==> config.mk <==
export PLATFORM = sky130hd
export DESIGN_NAME = trace_powerdown_status
export DESIGN_NICKNAME = d
export VERILOG_FILES = /design/src/design/trace_pd_pkg.sv /design/src/design/trace_powerdown_status.sv /design/src/design/retention_store.sv
export VERILOG_INCLUDE_DIRS = /design/src /design/src/design
export SDC_FILE = /design/constraint.sdc
export NUM_CORES = 1
export LEC_CHECK = 0
export ABC_AREA = 1
export BUFFER_PORTS_ARGS = -buffer_cell sky130_fd_sc_hd__buf_2
export CORE_ASPECT_RATIO = 1.5
export CORE_MARGIN = 3
export CORE_UTILIZATION = 42
export DETAILED_ROUTE_END_ITERATION = 6
export GPL_TIMING_DRIVEN = 0
export HOLD_SLACK_MARGIN = 0.12
export PLACE_DENSITY = 0.75
export SLEW_MARGIN = 0
export SYNTH_ARGS = -nofsm -noshare
export SYNTH_HDL_FRONTEND = slang
export SYNTH_SLANG_ARGS = --single-unit
==> constraint.sdc <==
create_clock -name clk_sys_i -period 1 [get_ports clk_sys_i]
set_input_delay 0.2 -clock clk_sys_i [delete_from_list [all_inputs] [get_ports clk_sys_i]]
set_output_delay 0.2 -clock clk_sys_i [all_outputs]
set_load 0.05 [all_outputs]
==> src/design/trace_pd_map.svh <==
// offsets, field positions and reset values of the power status register
`ifndef TRACE_PD_MAP_SVH
`define TRACE_PD_MAP_SVH
`define PDS_OFFSET 12'h314
`define PDS_BIT_POWER 0
`define PDS_BIT_STICKY 1
`define PDS_BIT_OSLOCK 5
`define PDS_RST_STICKY 1'h1
`define PDS_RST_OSLOCK 1'h1
`endif

==> src/design/trace_pd_pkg.sv <==
// types shared by the power status register block
package trace_pd_pkg;
   typedef struct packed {
      logic valid;
      logic [11:0] addr;
      logic mem_mapped;
   } rd_req_t;
   typedef struct packed {
      logic valid;
      logic err;
      logic [31:0] data;
   } rd_rsp_t;
endpackage : trace_pd_pkg

==> src/design/trace_powerdown_status.sv <==
// power domain status register: lock state, core power and sticky state-lost flag
//
// Contract
// - 32-bit read-only, reserved bits read zero
// - bit 5 shows os lock state
// - reset forces lock status bit to one
// - lock bit undefined while unpowered
// - no lock feature ties bit 5 low
// - bit 1 is sticky state-lost flag
// - reset sets sticky flag
// - power removal with loss sets flag
// - read returns flag then clears it
// - locked memory-mapped read keeps flag
// - read while unpowered keeps flag
// - bit 0 reports core domain power
// - other registers error while unpowered
// - unified power domain hardwires bit 0
// - reachable only by memory-mapped or debugger
// - retention restores flag value from before
// - lost state shows flag set on return
`timescale 1ns/100ps
`include "trace_pd_map.svh"
module trace_powerdown_status
   import trace_pd_pkg::*;
#(
   parameter bit HAS_OS_LOCK = 1'b1,
   parameter bit UNIFIED_POWER = 1'b0,
   parameter bit HAS_SW_LOCK = 1'b1
) (
   input wire logic clk_sys_i,
   input wire logic rstn_i,
   input wire logic ce_i,
   input wire rd_req_t rd_req_i,
   output rd_rsp_t rd_rsp_o,
   input wire logic os_lock_i,
   input wire logic sw_locked_i,
   input wire logic power_good_i,
   input wire logic state_retained_i,
   output logic regs_error_o
);
   // the three status fields must sit apart inside one 32-bit word
   initial begin
      if (`PDS_BIT_POWER == `PDS_BIT_STICKY || `PDS_BIT_STICKY == `PDS_BIT_OSLOCK
         || `PDS_BIT_POWER == `PDS_BIT_OSLOCK) begin
         $error("trace_powerdown_status: status fields overlap");
      end
      if (`PDS_BIT_OSLOCK > 31 || `PDS_BIT_STICKY > 31 || `PDS_BIT_POWER > 31) begin
         $error("trace_powerdown_status: status field outside the word");
      end
   end

   logic pg_meta;
   logic pg_sync;
   logic power_q;
   logic ret_q;
   logic sticky;
   logic oslock;
   logic power_now;
   logic rd_hit;
   logic rd_clear;
   logic power_fall;
   logic power_rise;
   logic ret_flag;
   logic lock_shown;

   // one place builds the word so reserved bits cannot pick up stray values
   function automatic logic [31:0] status_word(input logic lock_bit, input logic flag_bit,
      input logic power_bit);
      logic [31:0] word;
      word = 32'h0;
      word[`PDS_BIT_OSLOCK] = lock_bit;
      word[`PDS_BIT_STICKY] = flag_bit;
      word[`PDS_BIT_POWER] = power_bit;
      return word;
   endfunction : status_word

   // two stages before anyone looks at the power-good pin
   always_ff @(posedge clk_sys_i or negedge rstn_i) begin
      if (!rstn_i) begin
         pg_meta <= 1'b0;
         pg_sync <= 1'b0;
         ret_q <= 1'b0;
      end else if (ce_i) begin
         pg_meta <= power_good_i;
         pg_sync <= pg_meta;
         ret_q <= state_retained_i;
      end
   end

   assign power_now = UNIFIED_POWER ? 1'b1 : pg_sync;

   always_ff @(posedge clk_sys_i or negedge rstn_i) begin
      if (!rstn_i) begin
         power_q <= 1'b0;
      end else if (ce_i) begin
         power_q <= power_now;
      end
   end

   assign power_fall = power_q && !power_now;
   assign power_rise = !power_q && power_now;
   // only reads presented here (memory-mapped or debugger port) reach the register
   assign rd_hit = rd_req_i.valid && (rd_req_i.addr == `PDS_OFFSET);
   assign rd_clear = rd_hit && power_now
      && !(rd_req_i.mem_mapped && HAS_SW_LOCK && sw_locked_i);

   // retention copy taken as power drops; only read back if state survived
   retention_store #(.WIDTH(1)) u_ret (
      .clk_sys_i(clk_sys_i),
      .rstn_i(rstn_i),
      .ce_i(ce_i),
      .wr_i(power_fall),
      .wdata_i(sticky),
      .rdata_o(ret_flag)
   );

   always_ff @(posedge clk_sys_i or negedge rstn_i) begin
      if (!rstn_i) begin
         sticky <= `PDS_RST_STICKY;
      end else if (ce_i) begin
         if (power_fall && !state_retained_i) begin
            sticky <= 1'b1;
         end else if (power_rise) begin
            sticky <= ret_q ? ret_flag : 1'b1;
         end else if (rd_clear) begin
            sticky <= 1'b0;
         end
      end
   end

   // lock value is only meaningful while powered; follows the lock source
   always_ff @(posedge clk_sys_i or negedge rstn_i) begin
      if (!rstn_i) begin
         oslock <= `PDS_RST_OSLOCK;
      end else if (ce_i && power_now) begin
         oslock <= os_lock_i;
      end
   end

   assign lock_shown = HAS_OS_LOCK ? oslock : 1'b0;

   always_ff @(posedge clk_sys_i or negedge rstn_i) begin
      if (!rstn_i) begin
         rd_rsp_o <= '0;
         regs_error_o <= 1'b1;
      end else if (ce_i) begin
         regs_error_o <= !power_now;
         rd_rsp_o.valid <= rd_req_i.valid;
         rd_rsp_o.err <= rd_req_i.valid && !rd_hit && !power_now;
         if (rd_hit) begin
            rd_rsp_o.data <= status_word(lock_shown, sticky, power_now);
         end else begin
            rd_rsp_o.data <= 32'h0;
         end
      end
   end

   a_read_clears: assert property (@(posedge clk_sys_i) disable iff (!rstn_i)
      ce_i && rd_clear && !power_fall && !power_rise |=> !sticky)
      else $error("sticky flag not cleared by read");
   a_locked_keeps: assert property (@(posedge clk_sys_i) disable iff (!rstn_i)
      ce_i && rd_hit && rd_req_i.mem_mapped && sw_locked_i && HAS_SW_LOCK
      && power_q == power_now |=> sticky == $past(sticky))
      else $error("locked read altered flag");
   a_off_keeps: assert property (@(posedge clk_sys_i) disable iff (!rstn_i)
      ce_i && !power_now && !power_q && rd_hit |=> sticky == $past(sticky))
      else $error("unpowered read altered flag");
   a_loss_sets: assert property (@(posedge clk_sys_i) disable iff (!rstn_i)
      ce_i && power_fall && !state_retained_i |=> sticky)
      else $error("power loss did not set flag");
   a_data_reflects: assert property (@(posedge clk_sys_i) disable iff (!rstn_i)
      ce_i && rd_hit |=> rd_rsp_o.valid && rd_rsp_o.data[1] == $past(sticky)
      && rd_rsp_o.data[31:6] == 26'h0 && rd_rsp_o.data[4:2] == 3'h0)
      else $error("read data mismatch");
   a_power_bit: assert property (@(posedge clk_sys_i) disable iff (!rstn_i)
      ce_i && rd_hit |=> rd_rsp_o.data[0] == $past(power_now))
      else $error("power bit mismatch");
   a_error_off: assert property (@(posedge clk_sys_i) disable iff (!rstn_i)
      ce_i && rd_req_i.valid && !rd_hit && !power_now |=> rd_rsp_o.err)
      else $error("missing error response");
   a_lost_return: assert property (@(posedge clk_sys_i) disable iff (!rstn_i)
      ce_i && power_rise && !ret_q |=> sticky)
      else $error("flag not set after lost state");

   // response framing: one answer per taken request, none otherwise
   a_answer_follows: assert property (@(posedge clk_sys_i) disable iff (!rstn_i)
      ce_i && rd_req_i.valid |=> rd_rsp_o.valid)
      else $error("read not answered one cycle later");
   a_no_stray_answer: assert property (@(posedge clk_sys_i) disable iff (!rstn_i)
      ce_i && !rd_req_i.valid |=> !rd_rsp_o.valid && !rd_rsp_o.err)
      else $error("answer without a request");

   // other addresses and the error indication
   a_other_zero: assert property (@(posedge clk_sys_i) disable iff (!rstn_i)
      ce_i && rd_req_i.valid && !rd_hit |=> rd_rsp_o.data == 32'h0)
      else $error("status bits leaked to another address");
   a_powered_ok: assert property (@(posedge clk_sys_i) disable iff (!rstn_i)
      ce_i && power_now |=> !rd_rsp_o.err && !regs_error_o)
      else $error("error raised while powered");
   a_error_flag: assert property (@(posedge clk_sys_i) disable iff (!rstn_i)
      ce_i && !power_now |=> regs_error_o)
      else $error("error flag low while unpowered");

   // lock copy and power detection
   a_lock_follows: assert property (@(posedge clk_sys_i) disable iff (!rstn_i)
      ce_i && power_now |=> oslock == $past(os_lock_i))
      else $error("lock bit not following lock source");
   a_lock_holds: assert property (@(posedge clk_sys_i) disable iff (!rstn_i)
      ce_i && !power_now |=> oslock == $past(oslock))
      else $error("lock bit moved while unpowered");
   a_power_from_pin: assert property (@(posedge clk_sys_i) disable iff (!rstn_i)
      !UNIFIED_POWER && ce_i ##1 ce_i
      |=> power_now == $past(power_good_i, 2))
      else $error("power bit not two stages behind the pin");

   // sticky flag restore and freeze
   a_retain_restore: assert property (@(posedge clk_sys_i) disable iff (!rstn_i)
      ce_i && power_rise && ret_q |=> sticky == $past(ret_flag))
      else $error("retained flag not restored");
   a_freeze_holds: assert property (@(posedge clk_sys_i) disable iff (!rstn_i)
      !ce_i
      |=> sticky == $past(sticky) && rd_rsp_o == $past(rd_rsp_o))
      else $error("state moved while clock enable low");
endmodule : trace_powerdown_status

==> src/design/retention_store.sv <==
// one-word retention store holding the sticky flag across a retention power-down
`timescale 1ns/100ps
module retention_store #(
   parameter int WIDTH = 1
) (
   input wire logic clk_sys_i,
   input wire logic rstn_i,
   input wire logic ce_i,
   input wire logic wr_i,
   input wire logic [WIDTH-1:0] wdata_i,
   output logic [WIDTH-1:0] rdata_o
);
   initial begin
      if (WIDTH < 1) $error("retention_store: WIDTH must be positive");
   end
   logic [WIDTH-1:0] mem;
   always_ff @(posedge clk_sys_i or negedge rstn_i) begin
      if (!rstn_i) begin
         mem <= '1;
      end else if (ce_i && wr_i) begin
         mem <= wdata_i;
      end
   end
   always_ff @(posedge clk_sys_i or negedge rstn_i) begin
      if (!rstn_i) begin
         rdata_o <= '1;
      end else if (ce_i) begin
         rdata_o <= mem;
      end
   end
endmodule : retention_store

==> reports/metrics.yaml, run 1 <==
crit_type: "reg -> out"
viasPerCell: 3.91
clock-skew-final_ns: 0.000661
min_period_ns: 1.18
worstPathMaxFanout: 2
dr.pass1.iters: 3
drtIter0Drc: 4
violations: "negative setup slack"
finalCritPeriodShare_pct: 118
use_met3_pct: 2.82
die_w_um: 44.6
layout.nets: 197
powerDensity_nw_per_um2: 1370
root_buffer: "clkbuf_4"
final_cell_mix: "33 x buf_4, 29 x nand2_1, 29 x conb_1, 20 x buf_2, 9 x dfrtp_1"
clock_path_buffers: 2
min_path_type: "in -> reg"
antenna_found_initial: 0
wire_per_inst_um: 9.38
grt_first_pass_wirelength_um: 2940
die_y_um: 64.0
dp.cells: 187
end_kind: "output port"
fmax_mhz: 848
slowest_delay_ns: 0.56
grt.total_usage_pct: 13.8
cts_tree: "built"
drv_cap: 0
drive_gt1_share_pct: 50.3
core.rowCount: 20
dpl.hpwl_um: 1480
drt_wl_total_um: 1850
crit_chain: "buf_8"
detail-route-antenna-nets: 0
drcViolationCount: 0
use_met2_pct: 26.4
grt_max_degree: 15
ys_ff_latch: 14
fp.dieArea_sq_um: 2860
gp_congestion: 0.716
clk_pin_slew_worst_paths_ns: 0.08
largest_reg_flops: 5
clkLatencyLatePin_ns: 0.28
total_power_mw: 1.85
start_util_pct: 45.3
core_sq_um: 2080
htree_levels: 1
grt-ovfl-total: 0
cts_buffers: 3
ys_warn_count: 0
regMostFlops: "rd_rsp_o"
cts_sinks: 14
num_io_pins: 56
slew_violations: 0
first_global_vias: 756
dp_slack_ns: -0.0121
setup_violations: 6
start_kind: "flip-flop"
cp_data_required_time_ns: 0.80
use_met1_pct: 12.7
worst_slack_ns: -0.179
fin_cells: 197
port_buffers: 25
syn_avg_cell_area_sq_um: 8.40
vias: 770
synth.distinct_cells: 22
top_usage_layer: "met2"
nFillCells: 172
crit_buf_inv: 1
critPathTopFamily: "flip-flops"
peakVddDrop_v: 0.000801
syn-cell-area_sq_um: 941
final_common_cell: "buf_4"
worstPathArrival_ns: 0.98
outcome: "finished with violations"
synthToLayoutAreaGrowth_pct: 43.8
ys_seq_area_share_pct: 37.9
p_leak_nw: 0.856
grt_setup_unrepaired: "true"
hold_viol: 0
slowest_stage: "dfstp_2"
n_antenna_cell: 0
synthCells: 112
-- cells by family after synthesis --
group / count (synthesis) / synth area share (%)
simple gates: 47 / 26.9
buf+inv: 41 / 28.9
flops: 14 / 37.9
compound gates: 9 / 5.98
other cells: 1 / 0.399
-- through the flow --
| stage | TNS, ns | hold slack [ns] | util (%) | area, sq um |
|---|---|---|---|---|
| after floorplan | 0 | -0.0956 | - | 1050 |
| after global placement | 0 | 0.100 | 57.7 | 1200 |
| after detailed placement | -0.0216 | 0.111 | 57.7 | 1200 |
| after CTS | -0.424 | 0.134 | 62.8 | 1300 |
| after global routing | -0.551 | 0.167 | 65.1 | 1350 |
| final | -0.335 | 0.151 | 65.1 | 1350 |
-- layout make-up --
class,count,area (sq um),share of cell area (%)
multi-input cells,85,444,32.8
inverters,10,37.5,2.78
plain buffers,31,234,17.3
flip-flops and latches,14,357,26.4
well taps,22,27.5,2.04
repair buffers,31,216,16.0
clock buffers,4,36.3,2.68
-- repair_timing --
| item | in CTS | in global routing |
|---|---|---|
| hold endpoints to repair | 15 | 0 |
| endpoints found under the setup margin | 6 | 7 |
| pin swaps | 0 | 2 |
| resized for setup | 13 | 8 |
| buffers inserted | 1 | 3 |
| hold buffers | 2 | 0 |
-- worst paths after layout --
path                               from             to  slack (ns)  depth (start not counted)
setup / recovery           regs_error_o   regs_error_o       -0.18                          1
max in group asynchronous        rstn_i   regs_error_o        0.37                          2
hold / removal                     ce_i  u_ret.rdata_o        0.15                          2
min in group asynchronous        rstn_i    rd_rsp_o[1]        0.34                          2
setup reg to reg                pg_sync         sticky        0.08                          7
hold reg to reg                 pg_meta        pg_meta        0.48                          2
-- metal layers --
| metal | share of wire [%] | up-vias |
|---|---|---|
| li1 | - | 411 |
| met3 | 9.6 | 5 |
| met4 | 1.8 | 0 |
| met2 | 55 | 36 |
| met5 | 0 | - |
| met1 | 33 | 318 |
-- where the power goes --
group | internal [mW] | switching (mW) | total, mW | leakage (nW)
sequential | 0.698 | 0.0482 | 0.747 | 0.169
clock | 0.222 | 0.180 | 0.402 | 0.0210
combinational | 0.231 | 0.467 | 0.698 | 0.666
total | 1.15 | 0.696 | 1.85 | 0.856
-- cell usage after synthesis, drive strengths merged --
cell	number	area (sq um)
a21oi	3	15.0
buf	31	234
conb	1	3.75
dfrtp	9	225
dfstp	5	131
inv	10	37.5
nand2	33	136
nand3	2	15.0
nand3b	1	20.0
nand4	1	6.26
nor2	9	66.3
o21ai	6	41.3
or2	1	8.76
Power figures use the tool's default switching activity.
==> run 2, diff against run 1 <==
--- a/config.mk
+++ b/config.mk
@@ -10,11 +10,12 @@
 export BUFFER_PORTS_ARGS = -buffer_cell sky130_fd_sc_hd__buf_2
 export CORE_ASPECT_RATIO = 1.5
 export CORE_MARGIN = 3
-export CORE_UTILIZATION = 42
+export CORE_UTILIZATION = 44
+export CTS_BUF_LIST = sky130_fd_sc_hd__clkbuf_8
 export DETAILED_ROUTE_END_ITERATION = 6
 export GPL_TIMING_DRIVEN = 0
 export HOLD_SLACK_MARGIN = 0.12
-export PLACE_DENSITY = 0.75
+export PLACE_DENSITY = 0.78
 export SLEW_MARGIN = 0
 export SYNTH_ARGS = -nofsm -noshare
 export SYNTH_HDL_FRONTEND = slang
==> reports/metrics.yaml, run 2 (synthesis results as in run 1) <==
dr.pass1.iters: 4
port_buffers: 25
worstPathMaxFanout: 2
powerDensity_nw_per_um2: 1440
num_io_pins: 56
violations: "negative setup slack"
wire_per_inst_um: 9.26
fmax_mhz: 875
vias: 787
p_leak_nw: 0.839
finalCritPeriodShare_pct: 114
worst_slack_ns: -0.143
synthToLayoutAreaGrowth_pct: 39.4
cts_sinks: 14
grt-ovfl-total: 0
critPathTopFamily: "flip-flops"
total_power_mw: 1.89
htree_levels: 1
slew_violations: 0
reg2reg_depth: 7
min_path_cells: 3
drive_gt1_share_pct: 47.7
worstPathArrival_ns: 0.94
min_period_ns: 1.14
regMostFlops: "rd_rsp_o"
fp.dieArea_sq_um: 2740
crit_buf_inv: 1
clock_path_buffers: 2
min_path_type: "in -> reg"
clkLatencyLatePin_ns: 0.25
peakVddDrop_v: 0.00114
start_util_pct: 48.9
crit_type: "reg -> out"
crit_chain: "buf_8"
root_buffer: "clkbuf_8"
layout.nets: 194
drt_wl_total_um: 1790
cp_data_required_time_ns: 0.80
setup_violations: 2
largest_reg_flops: 5
outcome: "finished with violations"
nFillCells: 169
cts_tree: "built"
final_cell_mix: "31 x buf_4, 29 x nand2_1, 29 x conb_1, 20 x buf_2, 9 x dfrtp_1"
grt_first_pass_wirelength_um: 3150
first_global_vias: 795
drv_cap: 0
dpl.hpwl_um: 1470
core.rowCount: 19
grt_max_degree: 15
grt.total_usage_pct: 14.5
clk_pin_slew_worst_paths_ns: 0.06
cts_buffers: 3
hold_viol: 0
drcViolationCount: 0
r2r_slack_ns: 0.10
slowest_delay_ns: 0.55
n_antenna_cell: 0
cp.depth: 1
grt_setup_unrepaired: "true"
die_y_um: 62.6
slowest_stage: "dfstp_2"
core_sq_um: 1930
gp_congestion: 0.749
clock-skew-final_ns: 0.00522
detail-route-antenna-nets: 0
end_kind: "output port"
final_common_cell: "buf_4"
antenna_found_initial: 0
dp_slack_ns: -0.0375
die_w_um: 43.8
start_kind: "flip-flop"
viasPerCell: 4.08
drtIter0Drc: 18
==> run 2: cell count changes in the layout (fill, tap and decap cells not counted) <==
cell           previous run  this run
a21oi_1                   2         3
nor2_1                    5         7
clkbuf_8                  1         3
nand2_2                   2         3
dlygate4sd3_1             2         1
a21oi_2                   1         0
inv_1                     6         7
clkbuf_4                  3         0
buf_4                    33        31
nor2_4                    2         0
nand2_4                   2         1
==> run 2: worst reg2reg max path, stage by stage, from the launching register on <==
cell and delay (ns):
dfrtp_1 0.40, inv_2 0.08, nand2_2 0.06, inv_2 0.06, nand2_2 0.05, nor2_1 0.09
a21oi_1 0.05, nand2_1 0.06
==> run 2: final timing paths <==
check	endpoint	from
worst max-delay path	regs_error_o	regs_error_o
worst min-delay path	pg_meta	power_good_i
worst max register to register	sticky	pg_sync
worst min register to register	pg_meta	pg_meta
max in group asynchronous	lock_shown	rstn_i
min in group asynchronous	rd_rsp_o[0]	rstn_i
==> run 2: area by class of cell <==
type / instances / area [sq um] / area share [%]
Sequential cell: 14 / 357 / 27.2
Multi-Input combinational cell: 85 / 420 / 32.1
Inverter: 10 / 37.5 / 2.86
Tap cell: 21 / 26.3 / 2.00
Buffer: 31 / 234 / 17.8
Timing Repair Buffer: 28 / 191 / 14.6
Clock inverter: 1 / 3.75 / 0.286
Clock buffer: 3 / 41.3 / 3.15
==> run 2: repair_timing <==
| action | CTS | global route |
|---|---|---|
| buffers inserted | 1 | 1 |
| hold endpoints to repair | 14 | 0 |
| gates resized for setup | 13 | 2 |
| endpoints found under the setup margin | 6 | 7 |
| hold buffers | 1 | 0 |
==> run 2: routing by layer <==
layer	up-vias	routed length (um)	global-route usage (%)	part of all wire, %
met5	-	0	0	0
met4	0	25	5.66	1.4
met3	2	159	1.15	8.9
met2	38	1010	27.9	56
met1	343	592	14.9	33
li1	404	-	-	-
==> run 2: metrics by stage <==
step | cells | util (%) | cell area [sq um] | hold WS [ns] | setup TNS [ns]
2_1_floorplan | 140 | - | 1050 | -0.0956 | 0
3_3_place_gp | 186 | 62.2 | 1200 | 0.106 | 0
3_5_place_dp | 186 | 62.2 | 1200 | 0.108 | -0.0734
4_1_cts | 192 | 67.6 | 1300 | 0.152 | -0.157
5_1_grt | 193 | 68.1 | 1310 | 0.185 | -0.220
6_report | 193 | 68.1 | 1310 | 0.148 | -0.144
==> run 2: power breakdown <==
part / total (mW) / switching, mW / internal (mW)
Clock: 0.478 / 0.206 / 0.272
Combinational: 0.669 / 0.457 / 0.212
Sequential: 0.740 / 0.0403 / 0.699
Total: 1.89 / 0.704 / 1.18
==> run 3, diff against run 2 <==
--- a/config.mk
+++ b/config.mk
@@ -6,16 +6,16 @@
 export SDC_FILE = /design/constraint.sdc
 export NUM_CORES = 1
 export LEC_CHECK = 0
-export ABC_AREA = 1
+export ABC_AREA = 0
 export BUFFER_PORTS_ARGS = -buffer_cell sky130_fd_sc_hd__buf_2
 export CORE_ASPECT_RATIO = 1.5
 export CORE_MARGIN = 3
-export CORE_UTILIZATION = 44
+export CORE_UTILIZATION = 30
 export CTS_BUF_LIST = sky130_fd_sc_hd__clkbuf_8
 export DETAILED_ROUTE_END_ITERATION = 6
 export GPL_TIMING_DRIVEN = 0
 export HOLD_SLACK_MARGIN = 0.12
-export PLACE_DENSITY = 0.78
+export PLACE_DENSITY = 0.57
 export SLEW_MARGIN = 0
 export SYNTH_ARGS = -nofsm -noshare
 export SYNTH_HDL_FRONTEND = slang
==> reports/metrics.yaml, run 3 <==
slew_violations: 0
outcome: "finished with violations"
ys_seq_area_share_pct: 41.3
syn_avg_cell_area_sq_um: 10.5
cp_data_required_time_ns: 1.19
fin_cells: 183
clockPowerShare_pct: 26.8
syn-cell-area_sq_um: 863
async_flop_share_pct: 100
slowest_delay_ns: 0.52
fin_area_sq_um: 1290
nFillCells: 284
synth.distinct_cells: 24
grt_setup_unrepaired: "true"
antenna_found_initial: 0
switchingPower_mw: 0.692
worstPathMaxFanout: 2
regMostFlops: "rd_rsp_o"
combPwrFrac_pct: 35.1
core_sq_um: 2710
use_met2_pct: 17.8
yosys.area.top_type_share_pct: 26.1
grt_first_pass_wirelength_um: 2770
viasPerCell: 3.76
grt_max_degree: 15
final_cell_mix: "35 x buf_4, 29 x conb_1, 20 x buf_2, 9 x dfrtp_1"
fp.dieArea_sq_um: 3570
die_w_um: 49.8
crit_type: "reg -> reg"
drt_wl_total_um: 1750
clkLatencyLatePin_ns: 0.25
worstPathArrival_ns: 1.39
cp-startpoint: "u_ret.rdata_o"
dr.pass1.iters: 4
powerDensity_nw_per_um2: 1570
power_frac_seq_pct: 38.2
peakVddDrop_v: 0.000930
multi_input_comb_area_sq_um: 378
largest_reg_flops: 5
root_buffer: "clkbuf_8"
grt.total_usage_pct: 10.1
yosysMostFrequentCell: "buf_4"
top_usage_layer: "met2"
clock_path_buffers: 2
rr_startpoint: "u_ret.rdata_o"
start_util_pct: 31.9
post_dp_cell_area_sq_um: 1140
wire_per_inst_um: 9.57
tns_ns: -0.336
drv_cap: 0
clk_pin_slew_worst_paths_ns: 0.06
synth.area.top_cells: "buf_4 26%, dfrtp_1 26%, dfstp_2 15%"
internal_power_mw: 1.34
synth_edf_count: 0
cts_tree: "built"
dp_slack_ns: -0.182
dp.cells: 173
yosysTopAreaCell: "buf_4"
htree_levels: 1
cts_sinks: 14
start_kind: "flip-flop"
first_global_vias: 627
gp_congestion: 0.782
crit_buf_inv: 1
violations: "negative setup slack"
use_met1_pct: 10.3
hold_start: "power_good_i"
hold_viol: 0
grt-ovfl-total: 0
end_kind: "flip-flop"
min_period_ns: 1.20
p_leak_nw: 0.707
ys_warn_count: 0
seq_area_sq_um: 357
final_common_cell: "buf_4"
fmax_mhz: 834
drtIter0Drc: 6
synthToLayoutAreaGrowth_pct: 50.0
die_y_um: 71.7
num_io_pins: 56
n_antenna_cell: 0
clock-skew-final_ns: 0.00351
layout.nets: 168
core.rowCount: 23
vias: 688
ys_ff_latch: 14
dpl.hpwl_um: 1460
switching_share_pct: 34.0
synthCells: 82
port_buffers: 26
total_power_mw: 2.03
critPathTopFamily: "compound AO/OA/AOI/OAI gates"
setup_violations: 3
use_met3_pct: 3.12
drive_gt1_share_pct: 56.8
ys.flop_type: "dfrtp_1"
worst_slack_ns: -0.199
drcViolationCount: 0
min_path_type: "in -> reg"
synth_common_cells: "30 x buf_4, 9 x dfrtp_1, 6 x nand2_1"
slowest_stage: "dfstp_2"
cts_buffers: 3
detail-route-antenna-nets: 0
crit_chain: "inv_2 -> a21o_1 -> o221a_1 -> o21ba_1"
finalCritPeriodShare_pct: 120
## run 3: changes by cell type in the layout (fill, tap and decap cells not counted), sizes merged, moves of 3 or more
cell   delta
a21oi     -3
inv       -7
buf       +3
nand2    -27
mux2      +6
nor2      -8
## run 3: cells by family (layout without fill, tap and decap cells)
kind of cell / Yosys count / after routing / share of synthesized area [%]
compound gates: 12 / 12 / 10.4
buf+inv: 34 / 70 / 27.8
flops: 14 / 14 / 41.3
mux: 6 / 6 / 7.83
other cells: 1 / 29 / 0.434
simple gates: 15 / 15 / 12.2
## run 3: per-stage QoR
stage | hold WS [ns] | utilization, %
finish | 0.188 | 47.9
global placement | 0.103 | 42.3
global route | 0.195 | 47.9
floorplan | -0.0956 | -
detailed placement | 0.110 | 42.3
CTS | 0.187 | 47.6
## run 3: layout make-up
class	count	share of cell area [%]
multi-input combinational	62	29.2
buffer	30	17.4
tap	37	3.57
clock buffer	4	4.25
sequential	14	27.5
timing repair buffer	32	16.9
inverter	4	1.16
## run 3: path summary, 6_finish.rpt
check	slack (ns)	to	cells after the start
min in group asynchronous	0.37	power_q	2
setup reg to reg	-0.20	sticky	4
setup / recovery	-0.20	sticky	4
max in group asynchronous	0.34	regs_error_o	2
hold / removal	0.19	pg_meta	2
hold reg to reg	0.48	u_ret.rdata_o	2
## run 3: what timing repair did
item / 4_1_cts / 5_1_grt
resized for setup: 14 / 2
setup endpoints to repair: 9 / 9
hold buffers: 1 / 0
buffers inserted: 5 / 0
pin swaps: 1 / 0
hold endpoints to repair: 14 / 0
## run 3: per-layer routing
layer	part of all wire (%)	up-vias
met4	1.8	0
li1	-	346
met3	10	3
met2	52	42
met5	0	-
met1	35	297
## run 3: power by group through the flow
stage / clock, mW / sequential, mW / combinational [mW]
after CTS: 0.563 / 0.774 / 0.690
after floorplan: 0 / 0.812 / 0.482
after detailed placement: 0 / 0.776 / 0.633
after global routing: 0.588 / 0.790 / 0.763
final: 0.545 / 0.776 / 0.713
after global placement: 0 / 0.773 / 0.626
